File: src/tss_defs.svh
`ifndef TSS_DEFS_SVH
`define TSS_DEFS_SVH
// ************************************************
// Clock and time base
// ************************************************
`define TSS_CLK_HZ 125000000
`define TSS_CLK_NS 8
`define TSS_MS_NS 1000000
`define TSS_TICK_CYC (`TSS_MS_NS / `TSS_CLK_NS)
// ************************************************
// Durations in milliseconds
// ************************************************
`define TSS_FLASH_ON_MS 16'h00fa
`define TSS_FLASH_OFF_MS 16'h00fa
`define TSS_PAUSE_MS 16'h05dc
`define TSS_BLINK_MS 16'h003c
`define TSS_INIT_MS 16'h07d0
// ************************************************
// Supervision and trouble codes
// ************************************************
`define TSS_MISS_LIMIT 3'h6
`define TSS_CNT_SUPV 4'h2
`define TSS_CNT_CFG 4'ha
`define TSS_CNT_MOD 4'hc
`define TSS_ID_TRBL 16'h4554
`define TSS_ID_RST 16'h4552
`define TSS_ZONE 16'h0001
// ************************************************
// Register map
// ************************************************
`define TSS_ADDR_CTRL 4'h0
`define TSS_ADDR_ACCT 4'h4
`define TSS_ADDR_POLL 4'h8
`define TSS_ADDR_STAT 4'hc
`define TSS_CTRL_PAR_EN 3
`define TSS_CTRL_PAR_EVEN 4
`define TSS_CTRL_STOP1 5
`define TSS_CTRL_FLOW 6
`define TSS_CTRL_RST 7'h05
`define TSS_ACCT_RST 24'hffffff
`define TSS_ACCT_ZERO 24'h000000
`define TSS_POLL_RST 16'h03e8
// ************************************************
// Link rates
// ************************************************
`define TSS_BAUD1 9600
`define TSS_BAUD2 19200
`define TSS_BAUD3 38400
`define TSS_BAUD4 57600
`define TSS_BAUD5 115200
`endif

File: src/tss_pkg.sv
package tss_pkg;
  typedef enum logic [1:0] {FL_IDLE, FL_ON, FL_OFF, FL_PAUSE} tss_flash_st_t;
  typedef enum logic [1:0] {BL_IDLE, BL_ON, BL_OFF} tss_blink_st_t;
endpackage

File: src/tss_top.sv
// Design decisions made here: the Avalon-MM register port and the register offsets.
`timescale 1ns/100ps
`include "tss_defs.svh"
module tss_top
  import tss_pkg::*;
#(
  parameter int TICK_CYCLES = `TSS_TICK_CYC
) (
  // Clock and reset
  input wire logic clock_i,
  input wire logic rst_n_i,
  // Avalon-MM slave
  input wire logic [3:0] address_i,
  input wire logic read_i,
  input wire logic write_i,
  input wire logic [31:0] writedata_i,
  input wire logic [3:0] byteenable_i,
  output logic [31:0] readdata_o,
  output logic waitrequest_o,
  // Panel supervision
  output logic poll_o,
  input wire logic poll_reply_i,
  // Remote programming
  input wire logic prog_fail_i,
  input wire logic prog_ok_i,
  // Hub link
  input wire logic tx_msg_i,
  input wire logic ack_i,
  input wire logic link_fault_i,
  output logic evt_valid_o,
  input wire logic evt_ready_i,
  output logic evt_restore_o,
  output logic [15:0] evt_id_o,
  output logic [15:0] evt_zone_o,
  output logic [23:0] evt_account_o,
  output logic [15:0] baud_div_o,
  output logic parity_en_o,
  output logic parity_even_o,
  output logic stop_one_o,
  output logic flow_en_o,
  // Board pins
  input wire logic factory_default_jumper_i,
  output logic factory_restore_o,
  output logic trouble_led_o,
  output logic conn_led_o
);
  // ************************************************
  // Functions
  // ************************************************
  function automatic logic [31:0] wmerge(input logic [31:0] old, input logic [31:0] d, input logic [3:0] be);
    logic [31:0] r;
    r = old;
    for (int i = 0; i < 4; i++) begin
      if (be[i]) begin
        r[i*8 +: 8] = d[i*8 +: 8];
      end
    end
    return r;
  endfunction

  function automatic logic [15:0] baud_div(input logic [2:0] code);
    unique case (code)
      3'h1: baud_div = 16'(`TSS_CLK_HZ / `TSS_BAUD1);
      3'h2: baud_div = 16'(`TSS_CLK_HZ / `TSS_BAUD2);
      3'h3: baud_div = 16'(`TSS_CLK_HZ / `TSS_BAUD3);
      3'h4: baud_div = 16'(`TSS_CLK_HZ / `TSS_BAUD4);
      default: baud_div = 16'(`TSS_CLK_HZ / `TSS_BAUD5);
    endcase
  endfunction

  // ************************************************
  // Declarations
  // ************************************************
  logic [16:0] tick_cnt;
  logic tick;
  logic wait_r;
  logic acc_wr;
  logic [6:0] ctrl;
  logic [23:0] acct;
  logic [15:0] poll_ms;
  logic [2:0] jsync;
  logic jmp_lvl;
  logic init_busy;
  logic [15:0] init_cnt;
  logic [15:0] uni_cnt;
  logic init_led;
  logic [15:0] poll_cnt;
  logic poll_due;
  logic replied;
  logic [2:0] miss;
  logic absent;
  logic absent_q;
  logic pend_t;
  logic pend_r;
  logic t_first;
  logic load;
  logic cfg_fail;
  logic mod_cfg;
  logic [3:0] flash_cnt;
  logic tled;
  logic cled;
  logic [31:0] status;

  // ************************************************
  // Millisecond tick
  // ************************************************
  always_ff @(posedge clock_i or negedge rst_n_i) begin
    if (!rst_n_i) begin
      tick_cnt <= 17'h00000;
      tick <= 1'b0;
    end else if (tick_cnt == 17'(TICK_CYCLES - 1)) begin
      tick_cnt <= 17'h00000;
      tick <= 1'b1;
    end else begin
      tick_cnt <= tick_cnt + 17'h00001;
      tick <= 1'b0;
    end
  end

  // ************************************************
  // Bus slave
  // ************************************************
  assign acc_wr = write_i && !wait_r;
  assign status = {20'h00000, flash_cnt, 1'b0, miss, init_busy, mod_cfg, cfg_fail, absent};

  always_ff @(posedge clock_i or negedge rst_n_i) begin
    if (!rst_n_i) begin
      wait_r <= 1'b1;
      readdata_o <= 32'h00000000;
    end else begin
      wait_r <= !((read_i || write_i) && wait_r);
      if (read_i && wait_r) begin
        unique case (address_i)
          `TSS_ADDR_CTRL: readdata_o <= {25'h0000000, ctrl};
          `TSS_ADDR_ACCT: readdata_o <= {8'h00, acct};
          `TSS_ADDR_POLL: readdata_o <= {16'h0000, poll_ms};
          `TSS_ADDR_STAT: readdata_o <= status;
          default: readdata_o <= 32'h00000000;
        endcase
      end
    end
  end
  assign waitrequest_o = wait_r;

  // ************************************************
  // Configuration registers
  // ************************************************
  always_ff @(posedge clock_i or negedge rst_n_i) begin
    if (!rst_n_i) begin
      ctrl <= `TSS_CTRL_RST;
    end else if (factory_restore_o) begin
      ctrl <= `TSS_CTRL_RST;
    end else if (acc_wr && address_i == `TSS_ADDR_CTRL) begin
      ctrl <= 7'(wmerge({25'h0000000, ctrl}, writedata_i, byteenable_i));
    end
  end

  always_ff @(posedge clock_i or negedge rst_n_i) begin
    if (!rst_n_i) begin
      acct <= `TSS_ACCT_RST;
    end else if (factory_restore_o) begin
      acct <= `TSS_ACCT_RST;
    end else if (acc_wr && address_i == `TSS_ADDR_ACCT) begin
      acct <= 24'(wmerge({8'h00, acct}, writedata_i, byteenable_i));
    end
  end

  always_ff @(posedge clock_i or negedge rst_n_i) begin
    if (!rst_n_i) begin
      poll_ms <= `TSS_POLL_RST;
    end else if (factory_restore_o) begin
      poll_ms <= `TSS_POLL_RST;
    end else if (acc_wr && address_i == `TSS_ADDR_POLL) begin
      poll_ms <= 16'(wmerge({16'h0000, poll_ms}, writedata_i, byteenable_i));
    end
  end

  // ************************************************
  // Link settings
  // ************************************************
  always_ff @(posedge clock_i or negedge rst_n_i) begin
    if (!rst_n_i) begin
      baud_div_o <= 16'h0000;
      parity_en_o <= 1'b0;
      parity_even_o <= 1'b0;
      stop_one_o <= 1'b0;
      flow_en_o <= 1'b0;
    end else begin
      baud_div_o <= baud_div(ctrl[2:0]);
      parity_en_o <= ctrl[`TSS_CTRL_PAR_EN];
      parity_even_o <= ctrl[`TSS_CTRL_PAR_EVEN];
      stop_one_o <= ctrl[`TSS_CTRL_STOP1];
      flow_en_o <= ctrl[`TSS_CTRL_FLOW];
    end
  end

  // ************************************************
  // Restart and factory default
  // ************************************************
  always_ff @(posedge clock_i or negedge rst_n_i) begin
    if (!rst_n_i) begin
      jsync <= 3'h0;
      jmp_lvl <= 1'b0;
    end else begin
      jsync <= {jsync[1:0], factory_default_jumper_i};
      if (jsync[1] == jsync[2]) begin
        jmp_lvl <= jsync[2];
      end
    end
  end

  always_ff @(posedge clock_i or negedge rst_n_i) begin
    if (!rst_n_i) begin
      init_busy <= 1'b1;
      init_cnt <= 16'h0000;
      factory_restore_o <= 1'b0;
    end else begin
      factory_restore_o <= 1'b0;
      if (init_busy && tick) begin
        if (init_cnt == `TSS_INIT_MS - 16'h0001) begin
          init_busy <= 1'b0;
          factory_restore_o <= jmp_lvl;
        end else begin
          init_cnt <= init_cnt + 16'h0001;
        end
      end
    end
  end

  always_ff @(posedge clock_i or negedge rst_n_i) begin
    if (!rst_n_i) begin
      uni_cnt <= 16'h0000;
      init_led <= 1'b1;
    end else if (tick) begin
      if (uni_cnt == `TSS_FLASH_ON_MS - 16'h0001) begin
        uni_cnt <= 16'h0000;
        init_led <= !init_led;
      end else begin
        uni_cnt <= uni_cnt + 16'h0001;
      end
    end
  end

  // ************************************************
  // Panel supervision
  // ************************************************
  assign poll_due = tick && !init_busy && ((poll_ms == 16'h0000) || (poll_cnt >= poll_ms - 16'h0001));

  always_ff @(posedge clock_i or negedge rst_n_i) begin
    if (!rst_n_i) begin
      poll_cnt <= 16'h0000;
      poll_o <= 1'b0;
    end else begin
      poll_o <= poll_due;
      if (poll_due) begin
        poll_cnt <= 16'h0000;
      end else if (tick && !init_busy) begin
        poll_cnt <= poll_cnt + 16'h0001;
      end
    end
  end

  always_ff @(posedge clock_i or negedge rst_n_i) begin
    if (!rst_n_i) begin
      replied <= 1'b1;
      miss <= 3'h0;
      absent <= 1'b0;
    end else begin
      if (poll_due) begin
        replied <= 1'b0;
      end
      if (poll_reply_i) begin
        replied <= 1'b1;
        miss <= 3'h0;
        absent <= 1'b0;
      end else if (poll_due && !replied) begin
        if (miss != `TSS_MISS_LIMIT) begin
          miss <= miss + 3'h1;
        end
        if (miss == `TSS_MISS_LIMIT - 3'h1) begin
          absent <= 1'b1;
        end
      end
    end
  end

  // ************************************************
  // Event queue toward the hub
  // ************************************************
  assign load = (!evt_valid_o || evt_ready_i) && (pend_t || pend_r);

  always_ff @(posedge clock_i or negedge rst_n_i) begin
    if (!rst_n_i) begin
      absent_q <= 1'b0;
      pend_t <= 1'b0;
      pend_r <= 1'b0;
      t_first <= 1'b0;
      evt_valid_o <= 1'b0;
      evt_restore_o <= 1'b0;
      evt_id_o <= 16'h0000;
      evt_zone_o <= 16'h0000;
      evt_account_o <= 24'h000000;
    end else begin
      absent_q <= absent;
      if (evt_ready_i) begin
        evt_valid_o <= 1'b0;
      end
      if (load) begin
        evt_valid_o <= 1'b1;
        evt_zone_o <= `TSS_ZONE;
        evt_account_o <= acct;
        if (pend_t && (!pend_r || t_first)) begin
          pend_t <= 1'b0;
          evt_restore_o <= 1'b0;
          evt_id_o <= `TSS_ID_TRBL;
        end else begin
          pend_r <= 1'b0;
          evt_restore_o <= 1'b1;
          evt_id_o <= `TSS_ID_RST;
        end
      end
      if (absent && !absent_q) begin
        pend_t <= 1'b1;
        if (!pend_r) begin
          t_first <= 1'b1;
        end
      end
      if (!absent && absent_q) begin
        pend_r <= 1'b1;
        if (!pend_t) begin
          t_first <= 1'b0;
        end
      end
    end
  end

  // ************************************************
  // Trouble sources and priority
  // ************************************************
  always_ff @(posedge clock_i or negedge rst_n_i) begin
    if (!rst_n_i) begin
      cfg_fail <= 1'b0;
      mod_cfg <= 1'b0;
      flash_cnt <= 4'h0;
    end else begin
      if (prog_fail_i) begin
        cfg_fail <= 1'b1;
      end else if (prog_ok_i) begin
        cfg_fail <= 1'b0;
      end
      mod_cfg <= (acct == `TSS_ACCT_ZERO) || (acct == `TSS_ACCT_RST);
      if (absent) begin
        flash_cnt <= `TSS_CNT_SUPV;
      end else if (cfg_fail) begin
        flash_cnt <= `TSS_CNT_CFG;
      end else if (mod_cfg) begin
        flash_cnt <= `TSS_CNT_MOD;
      end else begin
        flash_cnt <= 4'h0;
      end
    end
  end

  // ************************************************
  // LED drivers
  // ************************************************
  tss_flash u_flash (
    .clock_i(clock_i),
    .rst_n_i(rst_n_i),
    .tick_i(tick),
    .count_i(flash_cnt),
    .led_o(tled)
  );

  tss_blink u_blink (
    .clock_i(clock_i),
    .rst_n_i(rst_n_i),
    .tick_i(tick),
    .once_i(tx_msg_i),
    .twice_i(ack_i),
    .fault_i(link_fault_i),
    .led_o(cled)
  );

  always_ff @(posedge clock_i or negedge rst_n_i) begin
    if (!rst_n_i) begin
      trouble_led_o <= 1'b0;
      conn_led_o <= 1'b0;
    end else begin
      trouble_led_o <= init_busy ? init_led : tled;
      conn_led_o <= init_busy ? init_led : cled;
    end
  end

  // ************************************************
  // Assertions
  // ************************************************
  supv_rise_a: assert property (@(posedge clock_i) disable iff (!rst_n_i)
    $rose(absent) |-> $past(miss) == `TSS_MISS_LIMIT - 3'h1) else $error("Supervision raised early");
  supv_clear_a: assert property (@(posedge clock_i) disable iff (!rst_n_i)
    poll_reply_i |=> !absent && miss == 3'h0) else $error("Reply did not clear trouble");
  evt_trbl_a: assert property (@(posedge clock_i) disable iff (!rst_n_i)
    $rose(absent) |=> pend_t) else $error("Trouble event not queued");
  evt_rst_a: assert property (@(posedge clock_i) disable iff (!rst_n_i)
    $fell(absent) |=> pend_r) else $error("Restore event not queued");
  evt_code_a: assert property (@(posedge clock_i) disable iff (!rst_n_i)
    evt_valid_o |-> evt_zone_o == `TSS_ZONE && evt_id_o == (evt_restore_o ? `TSS_ID_RST : `TSS_ID_TRBL))
    else $error("Wrong event code");
  evt_acct_a: assert property (@(posedge clock_i) disable iff (!rst_n_i)
    $rose(evt_valid_o) |-> evt_account_o == $past(acct)) else $error("Wrong event account");
  cfg_fail_a: assert property (@(posedge clock_i) disable iff (!rst_n_i)
    prog_fail_i |=> cfg_fail ##1 flash_cnt != 4'h0) else $error("Config failure not raised");
  led_prio_a: assert property (@(posedge clock_i) disable iff (!rst_n_i)
    absent |=> flash_cnt == `TSS_CNT_SUPV) else $error("Supervision not shown first");
  init_led_a: assert property (@(posedge clock_i) disable iff (!rst_n_i)
    init_busy |=> trouble_led_o == conn_led_o) else $error("LEDs not in unison at init");
  jmp_late_a: assert property (@(posedge clock_i) disable iff (!rst_n_i)
    !init_busy |=> !factory_restore_o) else $error("Jumper acted after restart");
  baud_map_a: assert property (@(posedge clock_i) disable iff (!rst_n_i)
    ctrl[2:0] == 3'h1 |=> baud_div_o == 16'h32dc) else $error("Wrong divisor for 9600");
endmodule

File: src/tss_flash.sv
`timescale 1ns/100ps
`include "tss_defs.svh"
module tss_flash
  import tss_pkg::*;
(
  // Clock and reset
  input wire logic clock_i,
  input wire logic rst_n_i,
  // Control
  input wire logic tick_i,
  input wire logic [3:0] count_i,
  // LED
  output logic led_o
);
  tss_flash_st_t state;
  logic [3:0] left;
  logic [15:0] ms;

  // ************************************************
  // Flash group sequencer
  // ************************************************
  always_ff @(posedge clock_i or negedge rst_n_i) begin
    if (!rst_n_i) begin
      state <= FL_IDLE;
      left <= 4'h0;
      ms <= 16'h0000;
      led_o <= 1'b0;
    end else if (count_i == 4'h0) begin
      state <= FL_IDLE;
      led_o <= 1'b0;
      ms <= 16'h0000;
    end else begin
      unique case (state)
        FL_IDLE: begin
          state <= FL_ON;
          left <= count_i;
          ms <= 16'h0000;
          led_o <= 1'b1;
        end
        FL_ON: if (tick_i) begin
          if (ms == `TSS_FLASH_ON_MS - 16'h0001) begin
            led_o <= 1'b0;
            ms <= 16'h0000;
            left <= left - 4'h1;
            state <= (left == 4'h1) ? FL_PAUSE : FL_OFF;
          end else begin
            ms <= ms + 16'h0001;
          end
        end
        FL_OFF: if (tick_i) begin
          if (ms == `TSS_FLASH_OFF_MS - 16'h0001) begin
            led_o <= 1'b1;
            ms <= 16'h0000;
            state <= FL_ON;
          end else begin
            ms <= ms + 16'h0001;
          end
        end
        FL_PAUSE: if (tick_i) begin
          if (ms == `TSS_PAUSE_MS - 16'h0001) begin
            state <= FL_IDLE;
          end else begin
            ms <= ms + 16'h0001;
          end
        end
      endcase
    end
  end

  flash_off_a: assert property (@(posedge clock_i) disable iff (!rst_n_i)
    count_i == 4'h0 |=> !led_o) else $error("Trouble LED lit with no trouble");
endmodule

File: src/tss_blink.sv
`timescale 1ns/100ps
`include "tss_defs.svh"
module tss_blink
  import tss_pkg::*;
(
  // Clock and reset
  input wire logic clock_i,
  input wire logic rst_n_i,
  // Events
  input wire logic tick_i,
  input wire logic once_i,
  input wire logic twice_i,
  input wire logic fault_i,
  // LED
  output logic led_o
);
  tss_blink_st_t state;
  logic [1:0] pend;
  logic [15:0] ms;
  logic take;
  logic [2:0] next_pend;

  assign take = (state == BL_IDLE) && (pend != 2'h0);
  always_comb begin
    next_pend = {1'b0, pend} - {2'h0, take} + {2'h0, once_i} + {1'b0, twice_i, 1'b0};
    if (next_pend > 3'h3) begin
      next_pend = 3'h3;
    end
  end

  // ************************************************
  // Blink sequencer
  // ************************************************
  always_ff @(posedge clock_i or negedge rst_n_i) begin
    if (!rst_n_i) begin
      state <= BL_IDLE;
      pend <= 2'h0;
      ms <= 16'h0000;
    end else begin
      pend <= next_pend[1:0];
      unique case (state)
        BL_IDLE: if (take) begin
          state <= BL_ON;
          ms <= 16'h0000;
        end
        BL_ON, BL_OFF: if (tick_i) begin
          if (ms == `TSS_BLINK_MS - 16'h0001) begin
            ms <= 16'h0000;
            state <= (state == BL_ON) ? BL_OFF : BL_IDLE;
          end else begin
            ms <= ms + 16'h0001;
          end
        end
      endcase
    end
  end

  always_ff @(posedge clock_i or negedge rst_n_i) begin
    if (!rst_n_i) begin
      led_o <= 1'b0;
    end else begin
      led_o <= fault_i || (state == BL_ON);
    end
  end

  conn_fault_a: assert property (@(posedge clock_i) disable iff (!rst_n_i)
    fault_i |=> led_o) else $error("Connection LED dark during link fault");
  conn_quiet_a: assert property (@(posedge clock_i) disable iff (!rst_n_i)
    !fault_i && state == BL_IDLE && pend == 2'h0 |=> !led_o) else $error("Connection LED lit while idle");
endmodule

File: config.mk
export PLATFORM = sky130hd
export DESIGN_NAME = tss_top
export DESIGN_NICKNAME = d
export VERILOG_FILES = /design/src/tss_pkg.sv /design/src/tss_top.sv /design/src/tss_flash.sv /design/src/tss_blink.sv
export VERILOG_INCLUDE_DIRS = /design/src
export SDC_FILE = /design/constraint.sdc
export NUM_CORES = 1
export LEC_CHECK = 0
export ABC_CLOCK_PERIOD_IN_PS = 5400
export BUFFER_PORTS_ARGS = -buffer_cell sky130_fd_sc_hd__buf_2
export CAP_MARGIN = 20
export CORE_MARGIN = 2
export CORE_UTILIZATION = 54
export DETAILED_ROUTE_END_ITERATION = 6
export PLACE_DENSITY = 0.87
export SYNTH_ARGS = -nofsm -noshare
export SYNTH_HDL_FRONTEND = slang
export SYNTH_SLANG_ARGS = --single-unit
File: constraint.sdc
create_clock -name clock_i -period 5.4 [get_ports clock_i]
set_input_delay 0.27 -clock clock_i [delete_from_list [all_inputs] [get_ports clock_i]]
set_output_delay 0.27 -clock clock_i [all_outputs]
set_load 0.02 [all_outputs]
==> results.md <==
- The cell at the slowest stage of the critical path is sky130_fd_sc_hd__dfrtp_1.
- The starting utilization of the core area is 55.4%.
- Setup repair after global routing left no endpoint under its margin.
- The portion of the post-synthesis area used by sequential elements is about half.
- The data arrival time of the critical path is 3.83 ns.
- After synthesis the netlist holds a flip-flop and latch count of around 250.
- The global placer's final weighted congestion is 0.865.
- The flow ran to the end, and the final reports show no timing, DRC or antenna violations.
- Using the TritonRoute via totals, the vias-per-cell ratio works out to 5.67.
- Entering global routing, the biggest net connects roughly 120 pins.
- The clock passes through at most 3 buffers.
- STA classifies the critical path startpoint as a flip-flop.
- Leaving out fill and tap cells, the most frequent cells in the layout are sky130_fd_sc_hd__dfrtp_1, sky130_fd_sc_hd__nand2_1, sky130_fd_sc_hd__buf_2.
- The number of different library cells in the post-synthesis netlist is 68.
- Across the VDD grid, the largest voltage drop is roughly 0.00022 V.
- After synthesis, the mean cell area works out to ~10 µm².
- Cells with a size suffix above 1 make up between 10% and 20% of the layout.
- In the final routed layout, each cell accounts on average for about 17 µm.
- After synthesis, the largest area contributor takes up between 40% and 50% of total cell area.
- The number of I/O pins is around 170.
- The number of port buffers is between 100 and 150.
- The synthesized netlist occupies a cell area of 12200 µm².
- In this run the number of H-tree levels came out at 1.
- The total wirelength of the detailed-routed design is roughly 28000 µm.
- Ranked by total cell area, the synthesized netlist is headed by sky130_fd_sc_hd__dfrtp_1, sky130_fd_sc_hd__dfstp_2, sky130_fd_sc_hd__nand2_1, sky130_fd_sc_hd__ha_1, sky130_fd_sc_hd__o21ai_0.
- The DRC violation total after the first TritonRoute iteration is around 750.
- The most common cell after layout, fill and taps aside is sky130_fd_sc_hd__dfrtp_1.
- The initial antenna violation count is 3.
- On the final layout, the worst clock skew is 0.00960 ns.
- The core area is between 20000 and 25000 µm².
- In this run the clock root is driven by a sky130_fd_sc_hd__clkbuf_16.
- The max-slew violation count is 0.
- The number of warning messages in the yosys log is 0.
- Post-CTS repair changed the size of 0 cells.
- The final clock period utilization by the worst path is 63.5%.
- The first detailed-routing pass took 5 iterations.
- The total of max-cap violations is 0.
- The via count of the first global-routing pass is ~9k.
- The global-route wire length before repair is approximately 45000 µm.
- Compared with the post-synthesis result, the final layout area differs by 14.7%.
- The CTS tree is built.
- The category of the critical setup timing path is flip-flop to flip-flop.
- The core occupancy in the finished layout is 63.6%.
- Along the worst path, the maximum fanout reaches 13.
- The sum of negative setup slack is 0 ns.
- The worst-case headroom to the max-slew limit is between 30% and 40%.
- The critical path endpoint category is a flip-flop.
- The number of buffers inserted by hold repair at cts is 17.
- The final layout net count is about 1.4k.
- In the synthesized netlist the async set-or-reset flop fraction comes to 100%.
- The remaining global-route overflow is 0.
- The total count of hold-check failures in the final report came to 0.
- The total global-route track usage is ~23%.
- At the pin with the least slew margin, the transition time is roughly 0.95 ns.
- The number of buffers created by CTS is 26.
- The analysis attributes to cell leakage a power of approximately 0.0065 µW.
- The die area is approximately 24000 µm².
- The post-synthesis cell count is 1215.
- The die is 154 µm tall.
- The count of nets left with antenna violations once routing finished came out at 0.
- The post-CTS setup repair buffer count is 0.
- Setup violations remaining at the end of the flow were counted as 0.
- Clock tree synthesis found a total of ~250 sinks.
- Clock latency on the worst-skew pair, taken at its later pin, is around 0.53 ns.
- The most used flip-flop cell after synthesis is sky130_fd_sc_hd__dfrtp_1.
- The post-detailed-route DRC marker count is 0.
- Row generation in the floorplan step produced 54 rows.
- In this run the power density over the cells is approximately 340 nW/µm².
- The chip width is about 150 µm.
- Summing over every cut layer, the via total after detailed routing is around 9.4k.
- The delay of the slowest cell on the worst path is approximately 0.46 ns.
- After clock tree synthesis, the clock-pin slew on the worst setup and hold paths is 0.07 ns.
- The worst min-delay path category is input port to flip-flop.
- The peak clock frequency supported by timing is ~300 MHz.
- The detailed placer's ending HPWL is 18800 µm.
- The tightest hold path in the finished design has a slack of 0.0144 ns.
- The routed design could run at a clock period as short as between 3 and 4 ns.
- The required arrival time at the worst endpoint is slightly below 6 ns.
- Total power for the finished layout comes to 4780 µW.
- The signal on the critical path passes through nor3_1 -> nand2_1 -> nor2_1 -> nand2_1 -> nor3_1 -> xnor2_1 -> ha_1 -> a211oi_1 -> nor2_1 -> a211oi_1 -> nand4_2 -> nand3_1 -> mux2_1.
- The number of enable flip-flop cells after synthesis is 0.
- The cell type with the largest total area after synthesis is sky130_fd_sc_hd__dfrtp_1.
sequential cells by signal (all words and copies together), names as in the netlist, 2 cells and up:
signal / cells
acct: 24
evt_account_o: 24
readdata_o: 24
tick_cnt: 17
init_cnt: 16
poll_cnt: 16
poll_ms: 16
u_blink.ms: 16
u_flash.ms: 16
uni_cnt: 16
baud_div_o: 11
ctrl: 7
u_flash.left: 4
evt_id_o: 3
flash_cnt: 3
jsync: 3
miss: 3
u_blink.pend: 2
u_blink.state: 2
u_flash.state: 2
kinds of logic (layout without fill, tap and decap cells):
| group | Yosys count | in the layout | synth area share [%] |
|---|---|---|---|
| and+or+nand+nor | 473 | 473 | 19.3 |
| DFF | 249 | 249 | 51.6 |
| AOI/OAI and AO/OA | 202 | 202 | 10.0 |
| other | 1 | 36 | 0.0308 |
| buffers and inverters | 128 | 253 | 5.44 |
| adders and majority gates | 42 | 42 | 4.36 |
| muxes | 34 | 34 | 3.06 |
| xor gates and xnor gates | 86 | 86 | 6.19 |
critical path: cells and delay by family (launching register included):
family / cells / cell delay (ns)
compound gates: 2 / 0.48
xor+xnor: 1 / 0.15
fa+ha+maj: 1 / 0.26
flops: 1 / 0.46
mux: 1 / 0.33
simple gates: 8 / 1.64
routing by layer:
layer | global-route usage, % | routed length (µm)
met1 | 29.8 | 11200
met2 | 40.3 | 13800
met5 | 0 | 14
met4 | 6.05 | 704
met3 | 3.83 | 1880
synthesized netlist by cell type, types with 3 or more instances:
library cell and n:
sky130_fd_sc_hd__nor4b_1 3, sky130_fd_sc_hd__a22oi_1 6, sky130_fd_sc_hd__nor4_2 3, sky130_fd_sc_hd__ha_1 40, sky130_fd_sc_hd__a22o_1 13, sky130_fd_sc_hd__mux2i_1 8
sky130_fd_sc_hd__nand2_1 135, sky130_fd_sc_hd__buf_2 3, sky130_fd_sc_hd__a31oi_1 6, sky130_fd_sc_hd__and3_1 20, sky130_fd_sc_hd__nor4_1 16, sky130_fd_sc_hd__nor2b_1 12
sky130_fd_sc_hd__nor3_1 38, sky130_fd_sc_hd__o22ai_1 3, sky130_fd_sc_hd__inv_1 52, sky130_fd_sc_hd__or3_1 7, sky130_fd_sc_hd__or2_2 6, sky130_fd_sc_hd__o21ai_0 96
sky130_fd_sc_hd__xor2_1 32, sky130_fd_sc_hd__o31ai_1 6, sky130_fd_sc_hd__nand4_1 23, sky130_fd_sc_hd__buf_4 45, sky130_fd_sc_hd__clkbuf_1 26, sky130_fd_sc_hd__a21o_1 6
sky130_fd_sc_hd__xnor2_1 54, sky130_fd_sc_hd__mux2_2 25, sky130_fd_sc_hd__dfstp_2 36, sky130_fd_sc_hd__a221oi_1 7, sky130_fd_sc_hd__nand2b_1 25, sky130_fd_sc_hd__dfrtp_1 213
sky130_fd_sc_hd__and4_1 5, sky130_fd_sc_hd__nand3_1 44, sky130_fd_sc_hd__a21oi_1 38, sky130_fd_sc_hd__nor2_1 118
layout make-up:
cell class | instances | area [µm²]
well taps | 280 | 350
flip-flops and latches | 249 | 6280
repair buffers | 153 | 913
clock inverters | 4 | 25.0
inverters | 52 | 195
diodes | 2 | 5.00
clock buffers | 44 | 830
multi-input cells | 871 | 5370
fillers | 1676 | 8000
stage by stage:
stage               setup WS (ns)  cell area, µm²  instances
finish                       1.97           14000       1655
global route                 1.66           14000       1655
floorplan                    2.40           12300       1248
CTS                          1.98           13900       1646
detailed placement           1.98           12900       1581
global placement             2.05           12900       1581
worst paths after layout:
| path | slack, ns | to | cells after the start | start |
|---|---|---|---|---|
| worst max-delay path | 1.97 | miss[0] | 13 | poll_ms[2] |
| worst min-delay path | 0.01 | acct[11] | 3 | writedata_i[11] |
| worst max register to register | 1.97 | miss[0] | 13 | poll_ms[2] |
| worst min register to register | 0.35 | jsync[1] | 0 | jsync[0] |
| max in group asynchronous | 3.72 | factory_restore_o | 3 | rst_n_i |
| min in group asynchronous | 0.39 | poll_o | 2 | rst_n_i |
report_power, final:
group	leakage (µW)	switching (µW)	internal (µW)
registers	0.00320	153	2040
logic	0.00288	512	298
clock network	0.000415	729	1040
total	0.00649	1390	3380
(Power assumes the default switching activity.)
